===== config.mk =====
export PLATFORM = sky130hd
export DESIGN_NAME = bbi_i2c_regs
export DESIGN_NICKNAME = d
export VERILOG_FILES = /design/src/include/bbi_pkg.sv /design/src/design/bbi_i2c_regs.sv
export SDC_FILE = /design/constraint.sdc
export NUM_CORES = 1
export LEC_CHECK = 0
export BUFFER_PORTS_ARGS = -buffer_cell sky130_fd_sc_hd__buf_2
export CAP_MARGIN = 10
export CELL_PAD_IN_SITES_DETAIL_PLACEMENT = 1
export CELL_PAD_IN_SITES_GLOBAL_PLACEMENT = 2
export CORE_MARGIN = 2
export CORE_UTILIZATION = 40
export CTS_CLUSTER_DIAMETER = 50
export DETAILED_ROUTE_END_ITERATION = 8
export PLACE_DENSITY_LB_ADDON = 0.12
export REMOVE_ABC_BUFFERS = 1
export SLEW_MARGIN = 0
export SYNTH_ARGS = -nofsm -noshare
export SYNTH_HDL_FRONTEND = slang
export SYNTH_SLANG_ARGS = --single-unit

===== constraint.sdc =====
create_clock -name clk_sys -period 3.5 [get_ports clk_sys]
set_input_delay 0.525 -clock clk_sys [delete_from_list [all_inputs] [get_ports clk_sys]]
set_output_delay 0.525 -clock clk_sys [all_outputs]
set_load 0.005 [all_outputs]

===== src/include/bbi_pkg.sv =====
// Shared constants and types for the backlight bias two-wire register slave
package bbi_pkg;

  // ==========================================================
  // Bus address and register offsets
  localparam logic [6:0] SLAVE_ADDR = 7'h11;
  localparam logic [7:0] REG_REV = 8'h01;
  localparam logic [7:0] REG_BL_CFG1 = 8'h02;
  localparam logic [7:0] REG_BL_CFG2 = 8'h03;
  localparam logic [7:0] REG_BRT_LO = 8'h04;
  localparam logic [7:0] REG_BRT_HI = 8'h05;
  localparam logic [7:0] REG_BACKLIGHT_ENABLE_BIT = 8'h08;
  localparam logic [7:0] REG_BIAS1 = 8'h09;
  localparam logic [7:0] REG_BIAS2 = 8'h0a;
  localparam logic [7:0] REG_BOOST = 8'h0c;
  localparam logic [7:0] REG_VPOS = 8'h0d;
  localparam logic [7:0] REG_VNEG = 8'h0e;
  localparam logic [7:0] REG_FLAGS = 8'h0f;
  localparam logic [7:0] REG_BL_OPT1 = 8'h10;
  localparam logic [7:0] REG_LAST_RW = 8'h11;
  localparam logic [7:0] REG_CODE_LO = 8'h12;
  localparam logic [7:0] REG_CODE_HI = 8'h13;

  // ==========================================================
  // Reset values
  localparam logic [7:0] RST_BL_CFG1 = 8'h28;
  localparam logic [7:0] RST_BL_CFG2 = 8'h8d;
  localparam logic [7:0] RST_BRT_LO = 8'h07;
  localparam logic [7:0] RST_BRT_HI = 8'hff;
  localparam logic [7:0] RST_BIAS1 = 8'h18;
  localparam logic [7:0] RST_BIAS2 = 8'h11;
  localparam logic [7:0] RST_BOOST = 8'h28;
  localparam logic [7:0] RST_VPOS = 8'h1e;
  localparam logic [7:0] RST_VNEG = 8'h1c;
  localparam logic [7:0] RST_OPT1 = 8'h06;
  localparam logic [7:0] RST_OPT2 = 8'h35;
  localparam logic [7:0] RST_ZERO = 8'h00;

  // ==========================================================
  // Field positions
  localparam int F_OVP_HI = 7;
  localparam int F_OVP_LO = 5;
  localparam int F_OVP_RESP = 4;
  localparam int F_MAP = 3;
  localparam int F_POL = 2;
  localparam int F_RAMP = 1;
  localparam int F_PULSE_EN = 0;
  localparam int F_BOOST = 7;
  localparam int F_TTIME_HI = 6;
  localparam int F_TTIME_LO = 3;
  localparam int F_SAMPLE = 2;
  localparam int F_HYST_HI = 1;
  localparam int F_HYST_LO = 0;
  localparam int F_FAST = 0;
  localparam int F_SWRESET = 7;
  localparam int F_BACKLIGHT_ENABLE_BIT = 4;
  localparam int F_SINK2 = 1;
  localparam int F_SINK1 = 0;
  localparam logic [2:0] OVP_TOP_CODE = 3'h3;

  // ==========================================================
  // Enumerations
  typedef enum logic [4:0] {
    ST_IDLE = 5'b0_0001,
    ST_RX = 5'b0_0010,
    ST_ACK = 5'b0_0100,
    ST_TX = 5'b0_1000,
    ST_MACK = 5'b1_0000
  } bbi_state_t;

  typedef enum logic [2:0] {
    KIND_ADDR = 3'b001,
    KIND_PTR = 3'b010,
    KIND_DATA = 3'b100
  } bbi_kind_t;

  typedef enum logic [1:0] {
    SMP_1M = 2'h0,
    SMP_4M = 2'h1,
    SMP_24M = 2'h2
  } bbi_sample_t;

  // Decoded backlight controls handed to the analog side
  typedef struct packed {
    logic [1:0] ovp_sel;
    logic ovp_shutdown;
    logic map_linear;
    logic pulse_active_low;
    logic pulse_enable;
    logic pulse_ramp;
    logic boost_rate_high;
    logic [3:0] transition_time;
    bbi_sample_t sample_mode;
    logic [1:0] hysteresis;
    logic backlight_enable;
    logic sink_two_enable;
    logic sink_one_enable;
  } bbi_bl_cfg_t;

endpackage : bbi_pkg


===== src/design/bbi_i2c_regs.sv =====
// Two-wire slave and register bank of the backlight bias device
`timescale 1ns/10ps

module bbi_i2c_regs #(
  parameter logic [6:0] DEV_ADDR = bbi_pkg::SLAVE_ADDR,
  parameter logic [2:0] REV_FIELD = 3'h2,  // Arbitrary revision value
  parameter logic [1:0] MAKER_FIELD = 2'h2  // Arbitrary maker value
) (
  // Clock and reset
  input wire logic clk_sys,
  input wire logic sys_rst,
  // Two-wire bus pins
  input wire logic scl_in,
  input wire logic sda_in,
  output logic sda_out,
  output logic sda_oe,
  // Status from the analog side
  input wire logic [7:0] fault_flags,
  input wire logic [15:0] pulse_code,
  // Decoded controls
  output bbi_pkg::bbi_bl_cfg_t bl_cfg_r,
  output logic bus_busy_r
);

  // ==========================================================
  // Elaboration checks
  generate
    if (DEV_ADDR < 7'h08 || DEV_ADDR > 7'h77) begin : g_bad_addr
      $error("Slave address lies in a reserved range");
    end
  endgenerate

  // ==========================================================
  // Pin synchronisers and bus condition detectors
  logic scl_s1_r, scl_s2_r, scl_s3_r;
  logic sda_s1_r, sda_s2_r, sda_s3_r;
  logic scl_rise, scl_fall, start_det, stop_det;

  // Two stages per pin, third stage for edge finding
  always_ff @(posedge clk_sys) begin
    if (sys_rst) begin
      scl_s1_r <= 1'b1;
      scl_s2_r <= 1'b1;
      scl_s3_r <= 1'b1;
      sda_s1_r <= 1'b1;
      sda_s2_r <= 1'b1;
      sda_s3_r <= 1'b1;
    end else begin
      scl_s1_r <= scl_in;
      scl_s2_r <= scl_s1_r;
      scl_s3_r <= scl_s2_r;
      sda_s1_r <= sda_in;
      sda_s2_r <= sda_s1_r;
      sda_s3_r <= sda_s2_r;
    end
  end

  // Edge and condition decode
  assign scl_rise = scl_s2_r & ~scl_s3_r;
  assign scl_fall = ~scl_s2_r & scl_s3_r;
  assign start_det = scl_s2_r & scl_s3_r & sda_s3_r & ~sda_s2_r;
  assign stop_det = scl_s2_r & scl_s3_r & ~sda_s3_r & sda_s2_r;

  // ==========================================================
  // Transfer state machine
  bbi_pkg::bbi_state_t state_r;
  bbi_pkg::bbi_kind_t kind_r;
  logic [3:0] cnt_r;
  logic [7:0] shreg_r;
  logic [7:0] ptr_r;
  logic rw_r;
  logic acked_r;
  logic oe_r;
  logic [7:0] rd_data;
  logic wr_en;
  logic byte_done;

  // A full byte has been clocked in and the ninth clock begins
  assign byte_done = (state_r == bbi_pkg::ST_RX) && scl_fall && (cnt_r == 4'h8);
  assign wr_en = byte_done && (kind_r == bbi_pkg::KIND_DATA);

  // Sequencing of bytes, acknowledges and the register pointer
  always_ff @(posedge clk_sys) begin
    if (sys_rst) begin
      state_r <= bbi_pkg::ST_IDLE;
      kind_r <= bbi_pkg::KIND_ADDR;
      cnt_r <= 4'h0;
      shreg_r <= 8'h00;
      ptr_r <= 8'h00;
      rw_r <= 1'b0;
      acked_r <= 1'b0;
      oe_r <= 1'b0;
      bus_busy_r <= 1'b0;
    end else if (stop_det) begin
      state_r <= bbi_pkg::ST_IDLE;
      oe_r <= 1'b0;
      bus_busy_r <= 1'b0;
    end else if (start_det) begin
      state_r <= bbi_pkg::ST_RX;
      kind_r <= bbi_pkg::KIND_ADDR;
      cnt_r <= 4'h0;
      oe_r <= 1'b0;
      bus_busy_r <= 1'b1;
    end else begin
      unique case (state_r)
        bbi_pkg::ST_IDLE: begin
          oe_r <= 1'b0;
        end
        bbi_pkg::ST_RX: begin
          if (scl_rise) begin
            shreg_r <= {shreg_r[6:0], sda_s2_r};
            cnt_r <= cnt_r + 4'h1;
          end else if (byte_done) begin
            if (kind_r == bbi_pkg::KIND_ADDR) begin
              if (shreg_r[7:1] == DEV_ADDR) begin
                rw_r <= shreg_r[0];
                state_r <= bbi_pkg::ST_ACK;
                oe_r <= 1'b1;
              end else begin
                state_r <= bbi_pkg::ST_IDLE;
              end
            end else begin
              state_r <= bbi_pkg::ST_ACK;
              oe_r <= 1'b1;
              if (kind_r == bbi_pkg::KIND_PTR) begin
                ptr_r <= shreg_r;
              end
            end
          end
        end
        bbi_pkg::ST_ACK: begin
          if (scl_fall) begin
            cnt_r <= 4'h0;
            if (kind_r == bbi_pkg::KIND_ADDR && rw_r) begin
              state_r <= bbi_pkg::ST_TX;
              shreg_r <= rd_data;
              oe_r <= ~rd_data[7];
            end else begin
              state_r <= bbi_pkg::ST_RX;
              oe_r <= 1'b0;
              if (kind_r == bbi_pkg::KIND_ADDR) begin
                kind_r <= bbi_pkg::KIND_PTR;
              end else if (kind_r == bbi_pkg::KIND_PTR) begin
                kind_r <= bbi_pkg::KIND_DATA;
              end else begin
                ptr_r <= ptr_r + 8'h01;
              end
            end
          end
        end
        bbi_pkg::ST_TX: begin
          if (scl_rise) begin
            cnt_r <= cnt_r + 4'h1;
          end else if (scl_fall) begin
            if (cnt_r == 4'h8) begin
              state_r <= bbi_pkg::ST_MACK;
              oe_r <= 1'b0;
            end else begin
              shreg_r <= {shreg_r[6:0], 1'b0};
              oe_r <= ~shreg_r[6];
            end
          end
        end
        bbi_pkg::ST_MACK: begin
          if (scl_rise) begin
            acked_r <= ~sda_s2_r;
            if (!sda_s2_r) begin
              ptr_r <= ptr_r + 8'h01;
            end
          end else if (scl_fall) begin
            cnt_r <= 4'h0;
            if (acked_r) begin
              state_r <= bbi_pkg::ST_TX;
              shreg_r <= rd_data;
              oe_r <= ~rd_data[7];
            end else begin
              state_r <= bbi_pkg::ST_IDLE;
            end
          end
        end
      endcase
    end
  end

  // Open-drain data pin: only ever pulls low
  always_ff @(posedge clk_sys) begin
    if (sys_rst) begin
      sda_out <= 1'b0;
      sda_oe <= 1'b0;
    end else begin
      sda_out <= 1'b0;
      sda_oe <= oe_r;
    end
  end

  // ==========================================================
  // Register file
  logic [7:0] rf_r [bbi_pkg::REG_BL_CFG1:bbi_pkg::REG_LAST_RW];
  logic swr_pend_r;

  // Default of each stored register
  function automatic logic [7:0] rst_val(input logic [7:0] a);
    case (a)
      bbi_pkg::REG_BL_CFG1: rst_val = bbi_pkg::RST_BL_CFG1;
      bbi_pkg::REG_BL_CFG2: rst_val = bbi_pkg::RST_BL_CFG2;
      bbi_pkg::REG_BRT_LO: rst_val = bbi_pkg::RST_BRT_LO;
      bbi_pkg::REG_BRT_HI: rst_val = bbi_pkg::RST_BRT_HI;
      bbi_pkg::REG_BIAS1: rst_val = bbi_pkg::RST_BIAS1;
      bbi_pkg::REG_BIAS2: rst_val = bbi_pkg::RST_BIAS2;
      bbi_pkg::REG_BOOST: rst_val = bbi_pkg::RST_BOOST;
      bbi_pkg::REG_VPOS: rst_val = bbi_pkg::RST_VPOS;
      bbi_pkg::REG_VNEG: rst_val = bbi_pkg::RST_VNEG;
      bbi_pkg::REG_BL_OPT1: rst_val = bbi_pkg::RST_OPT1;
      bbi_pkg::REG_LAST_RW: rst_val = bbi_pkg::RST_OPT2;
      default: rst_val = bbi_pkg::RST_ZERO;
    endcase
  endfunction : rst_val

  // Writable only inside the stored range, flags excluded
  function automatic logic writable(input logic [7:0] a);
    writable = (a >= bbi_pkg::REG_BL_CFG1) && (a <= bbi_pkg::REG_LAST_RW)
               && (a != bbi_pkg::REG_FLAGS);
  endfunction : writable

  // Software reset request from the enable register top bit
  always_ff @(posedge clk_sys) begin
    if (sys_rst) begin
      swr_pend_r <= 1'b0;
    end else begin
      swr_pend_r <= wr_en && (ptr_r == bbi_pkg::REG_BACKLIGHT_ENABLE_BIT) && shreg_r[bbi_pkg::F_SWRESET];
    end
  end

  // Storage; reset bit self-clears because it is never stored
  always_ff @(posedge clk_sys) begin
    if (sys_rst || swr_pend_r) begin
      for (int i = bbi_pkg::REG_BL_CFG1; i <= bbi_pkg::REG_LAST_RW; i++) begin
        rf_r[i] <= rst_val(8'(i));
      end
    end else if (wr_en && writable(ptr_r)) begin
      if (ptr_r == bbi_pkg::REG_BACKLIGHT_ENABLE_BIT) begin
        rf_r[ptr_r] <= {1'b0, shreg_r[6:0]};
      end else begin
        rf_r[ptr_r] <= shreg_r;
      end
    end
  end

  // Read multiplexer
  always_comb begin
    rd_data = 8'h00;
    if (ptr_r == bbi_pkg::REG_REV) begin
      rd_data = {REV_FIELD, 3'h0, MAKER_FIELD};
    end else if (ptr_r == bbi_pkg::REG_FLAGS) begin
      rd_data = fault_flags;
    end else if (ptr_r == bbi_pkg::REG_CODE_LO) begin
      rd_data = pulse_code[7:0];
    end else if (ptr_r == bbi_pkg::REG_CODE_HI) begin
      rd_data = pulse_code[15:8];
    end else if (writable(ptr_r)) begin
      rd_data = rf_r[ptr_r];
    end
  end

  // ==========================================================
  // Decoded backlight controls
  bbi_pkg::bbi_bl_cfg_t cfg_nxt;
  logic [7:0] c1, c2, en;

  // Field extraction and level saturation
  always_comb begin
    c1 = rf_r[bbi_pkg::REG_BL_CFG1];
    c2 = rf_r[bbi_pkg::REG_BL_CFG2];
    en = rf_r[bbi_pkg::REG_BACKLIGHT_ENABLE_BIT];
    if (c1[bbi_pkg::F_OVP_HI:bbi_pkg::F_OVP_LO] > bbi_pkg::OVP_TOP_CODE) begin
      cfg_nxt.ovp_sel = 2'h3;
    end else begin
      cfg_nxt.ovp_sel = c1[bbi_pkg::F_OVP_LO+1:bbi_pkg::F_OVP_LO];
    end
    cfg_nxt.ovp_shutdown = c1[bbi_pkg::F_OVP_RESP];
    cfg_nxt.map_linear = c1[bbi_pkg::F_MAP];
    cfg_nxt.pulse_active_low = c1[bbi_pkg::F_POL];
    cfg_nxt.pulse_enable = c1[bbi_pkg::F_PULSE_EN];
    cfg_nxt.pulse_ramp = c1[bbi_pkg::F_RAMP];
    cfg_nxt.boost_rate_high = c2[bbi_pkg::F_BOOST];
    cfg_nxt.transition_time = c2[bbi_pkg::F_TTIME_HI:bbi_pkg::F_TTIME_LO];
    cfg_nxt.hysteresis = c2[bbi_pkg::F_HYST_HI:bbi_pkg::F_HYST_LO];
    if (rf_r[bbi_pkg::REG_BL_OPT1][bbi_pkg::F_FAST]) begin
      cfg_nxt.sample_mode = bbi_pkg::SMP_24M;
    end else if (c2[bbi_pkg::F_SAMPLE]) begin
      cfg_nxt.sample_mode = bbi_pkg::SMP_4M;
    end else begin
      cfg_nxt.sample_mode = bbi_pkg::SMP_1M;
    end
    cfg_nxt.backlight_enable = en[bbi_pkg::F_BACKLIGHT_ENABLE_BIT];
    cfg_nxt.sink_two_enable = en[bbi_pkg::F_SINK2];
    cfg_nxt.sink_one_enable = en[bbi_pkg::F_SINK1];
  end

  // Registered control outputs
  always_ff @(posedge clk_sys) begin
    if (sys_rst) begin
      bl_cfg_r <= '0;
    end else begin
      bl_cfg_r <= cfg_nxt;
    end
  end
endmodule : bbi_i2c_regs


==> reports/summary.md <==
The flow ran to the end, and the final reports show no timing, DRC or antenna violations. The tools report the placer's final routability congestion estimate as 0.856. The share of total power dissipated in sequential elements is 49.5%.

In the post-route analysis, the smallest setup slack over all paths is 0.427 ns. The area growth from synthesis to layout is 18.0%. In this run the core area contains 69 standard-cell rows.

Combinational cells account for 2.4% of the total power. The height of the die came out at 193 um. Critical path start-end classification: reg2reg. In this run the standard cell core region covers 35,500 um2.

The slowest stage of the critical path is the dfxtp_1 cell. TritonCTS built the clock tree. In this run the remaining antenna-violating nets after routing total 0. The sum of buffers and inverters on the critical path was 1; the global-route congestion overflow total was 0.

The logs give 0 for the initial antenna violation count and 3,626 for the filler cell count. The clock reaches the later pin of the worst-skew pair after 0.56 ns. Post-synthesis instance area: 14,400 um2. The worst setup path is captured at a flop. The analysis attributes to net switching a power of 0.00185 W.

The fraction of power spent switching nets came out at 21.6%. The tools report the number of different library cells in the post-synthesis netlist as 73. Summed over all cells, the static leakage comes to 5.91 nW. The logs give 0 for the number of remaining DRC errors and 3.26 ns for the critical path data arrival time. The wire length of the first global-routing pass came out at 63,200 um. The synthesized netlist devotes 7.93% of its cell area to compound gates.

The tools report the summed negative setup slack over all endpoints as 0 ns. Of the synthesized area, sequential elements account for 62.5%. The tree built by TritonCTS fans out to 320 sinks. The final layout contains routed wiring with a total length of 42,000 um. The via count of the first global-routing pass came out at 9,728. The leading register cell type out of synthesis was edfxtp_1. The sort of element at the start of the critical path is a flop. During synthesis, Yosys emitted a total of 0 warnings.

The tightest min-delay check is of the in2reg type. On the critical path the largest part of the delay comes from simple AND/OR/NAND/NOR gates. The clock tree synthesis step divided the H-tree into 2 levels.

Synthesis produced 1,067 cells. The maximum vdd drop was 0.459 mV. Measured against its own limit, the worst slew margin works out to 22.8%. For this configuration, the core starts out at a cell density of 40.5%. Yosys mapped a number of flops with a built-in enable equal to 256. The run gives 0 as the number of gates given a new drive strength after cts.

The time the worst path needs with I/O delays and setup was 3.07 ns. At the end of the flow, the number of nets in the layout was 1,279. After detailed routing, the number of vias per cell comes to 5.41. The mean cell area of the mapped netlist was 13.5 um2; the number of post-CTS setup repair buffers was 0. The synthesized netlist devotes 14.5% of its cell area to simple gates. The internal portion of the total power is 0.00670 W. The multi-input combinational cell area was 5320 um2. Across the run, the number of max-cap violations was 0.

At the placement stage, the worst setup path has a slack of 0.471 ns. The data required time at the worst endpoint was 3.69 ns; the total clock buffers created by CTS was 40. The parity-gate share of the synthesized area counting xor and xnor cells is 0.366%, and the number of inserted diodes is 0. In the final routed layout, each cell accounts on average for 24.2 um.

For the hold buffer count at cts, the log shows 0. Setup violations remaining at the end of the flow were counted as 0. The highest fanout seen on the critical path came out at 14. Derived from the worst setup path, the maximum achievable clock frequency is 325 MHz. For the pin with the worst max-slew slack, the measured transition is 1.16 ns. Setup repair after global routing left no endpoint under its margin.

Fraction of registers with async set/reset: 0%. In this run the power density over the cells is 505 nW/um2. The violation count after the first detailed-route iteration is 659, and the delay contributed by the slowest stage of the critical path is 0.48 ns.

Clock-pin slew was measured on the worst setup and hold paths at 0.06 ns. Number of hold-slack violations in the final timing report: 0. Detailed routing inserted a total of 9,396 vias. The tools report the length of the first detailed-routing pass in iterations as 5. The sequential cells in the finished layout cover a total of 8970 um2. The signal on the critical path passes through nor4_4, nand4_1, or3_1, nand2b_1, buf_4, nor4b_4, nand2b_1. The number of cells on the worst reg-to-reg path works out to 7. The synthesized flop and latch total came out at 320. The clock network is responsible for 48.1% of the overall power. The clock passes through at most 3 buffers. The number of primary I/O pins is 50.

The HPWL after detailed placement is 30,000 um. Measured along the x axis, the die boundary spans 193 um. Port buffering added 48 buffers. The full die area was 37,400 um2. Multiplexer share of the synthesized area: 10.9%. The most frequent cell on the critical path is nand2b_1.

The cell depth of the worst min-delay path is 2, and the worst clock skew is 0.0268 ns. The tree is rooted in a clkbuf_16. The share of synthesized cell area in full adder, half adder and majority cells was 0.523%. The run gives 22.8% as the combined global-route utilization of all metal layers. The final critical path takes up 87.8% of the cycle. The post-route netlist has 19.6% of its cells at a drive strength greater than 1.

The maximum number of pins on one net before global-route repair is 60, and the total number of cells along the worst setup path is 7. The largest family of logic cells by synthesized area was simple AND/OR/NAND/NOR gates. The run gives 0 as the count of final max-slew check failures.
==> sequential cells by signal, indices dropped and copies added, names as in the netlist, named ones only <==
name / count
scl_s1_r: 1
scl_s2_r: 1
state_r: 5
cnt_r: 4
sda_s1_r: 1
rw_r: 1
shreg_r: 8
rf_r: 256
kind_r: 3
bl_cfg_r: 19
sda_oe: 1
scl_s3_r: 1
swr_pend_r: 1
sda_s3_r: 1
acked_r: 1
bus_busy_r: 1
oe_r: 1
ptr_r: 8
sda_s2_r: 1
==> per-stage QoR <==
stage / std cells / utilization (%) / power [W] / hold slack [ns] / cell area, um2
2_1_floorplan: 1099 / - / 0.00440 / 0.389 / 14300
3_3_place_gp: 1664 / 44.0 / 0.00451 / 0.394 / 15600
3_5_place_dp: 1664 / 44.0 / 0.00451 / 0.400 / 15600
4_1_cts: 1738 / 47.7 / 0.00864 / 0.145 / 16900
5_1_grt: 1738 / 47.7 / 0.00882 / 0.155 / 16900
6_report: 1738 / 47.7 / 0.00855 / 0.163 / 16900
==> final cells by class <==
type | instances | share of cell area (%)
clock buffers | 47 | 6.12
clock inverters | 27 | 1.69
inverters | 19 | 0.421
multi-input cells | 760 | 31.4
flip-flops and latches | 320 | 53.0
well taps | 461 | 3.40
repair buffers | 104 | 3.97
==> worst paths after layout <==
check,startpoint,end,slack (ns)
max,state_r[3]$_SDFFE_PP0P_,rf_r[6][7]$_SDFFCE_PN0P_,0.43
min,sda_in,sda_s1_r$_SDFF_PP1_,0.16
max reg2reg,state_r[3]$_SDFFE_PP0P_,rf_r[6][7]$_SDFFCE_PN0P_,0.43
min reg2reg,sda_s1_r$_SDFF_PP1_,sda_s2_r$_SDFF_PP1_,0.41
==> cell families after synthesis <==
kind of cell,count (synthesis)
mux,104
xor+xnor,6
compound gates,158
simple gates,380
buf+inv,92
flops,320
other cells,1
fa+ha+maj,6
==> Yosys cell counts, drive strengths merged (8+ instances only) <==
cell	count	area, um2
and2	38	238
a221oi	13	120
o21ai	21	105
buf	33	255
nand2b	33	206
nor3	13	76.3
clkbuf	40	150
o22ai	10	62.6
a22o	9	78.8
nand4	8	50.1
nand2	58	218
a21oi	28	140
inv	19	71.3
mux4	41	923
dfxtp	64	1280
a22oi	18	135
nor2	96	378
nor2b	30	188
nor4	11	83.8
edfxtp	256	7690
mux2i	59	591
nand3	20	100
and3	18	113
or2	19	119
==> routing by layer <==
layer  track usage [%]  up-vias  wire length [um]
met3              4.67       66              2280
met4              7.01        0              1170
met5                 0        -                 0
met1              29.7     4794             18100
met2              38.2      220             20500
li1                  -     4316                 -
==> cell usage in the layout, fill, tap and decap left out, types with 8 or more instances in the layout <==
cell	count
nor4_1	9
and2_1	38
nand3_1	20
nand2_1	58
mux2i_1	59
inv_1	19
or2_2	19
buf_4	55
and3_1	18
a22o_1	9
nor3_1	12
o22ai_1	10
clkbuf_16	40
nor2_1	91
nor2b_1	30
a21oi_1	28
a221oi_1	12
dfxtp_1	61
buf_2	48
edfxtp_1	256
nand4_1	8
a22oi_1	18
nand2b_1	33
mux4_2	41
conb_1	106
o21ai_0	21
==> power groups by stage <==
| stage | Sequential, W | Combinational, W | Clock (W) |
|---|---|---|---|
| finish | 0.00423 | 0.000202 | 0.00412 |
| CTS | 0.00424 | 0.000201 | 0.00420 |
| floorplan | 0.00429 | 0.000104 | 0 |
| global route | 0.00424 | 0.000225 | 0.00435 |
| global placement | 0.00431 | 0.000198 | 0 |
| detailed placement | 0.00431 | 0.000200 | 0 |
Power figures use the tool's default switching activity.
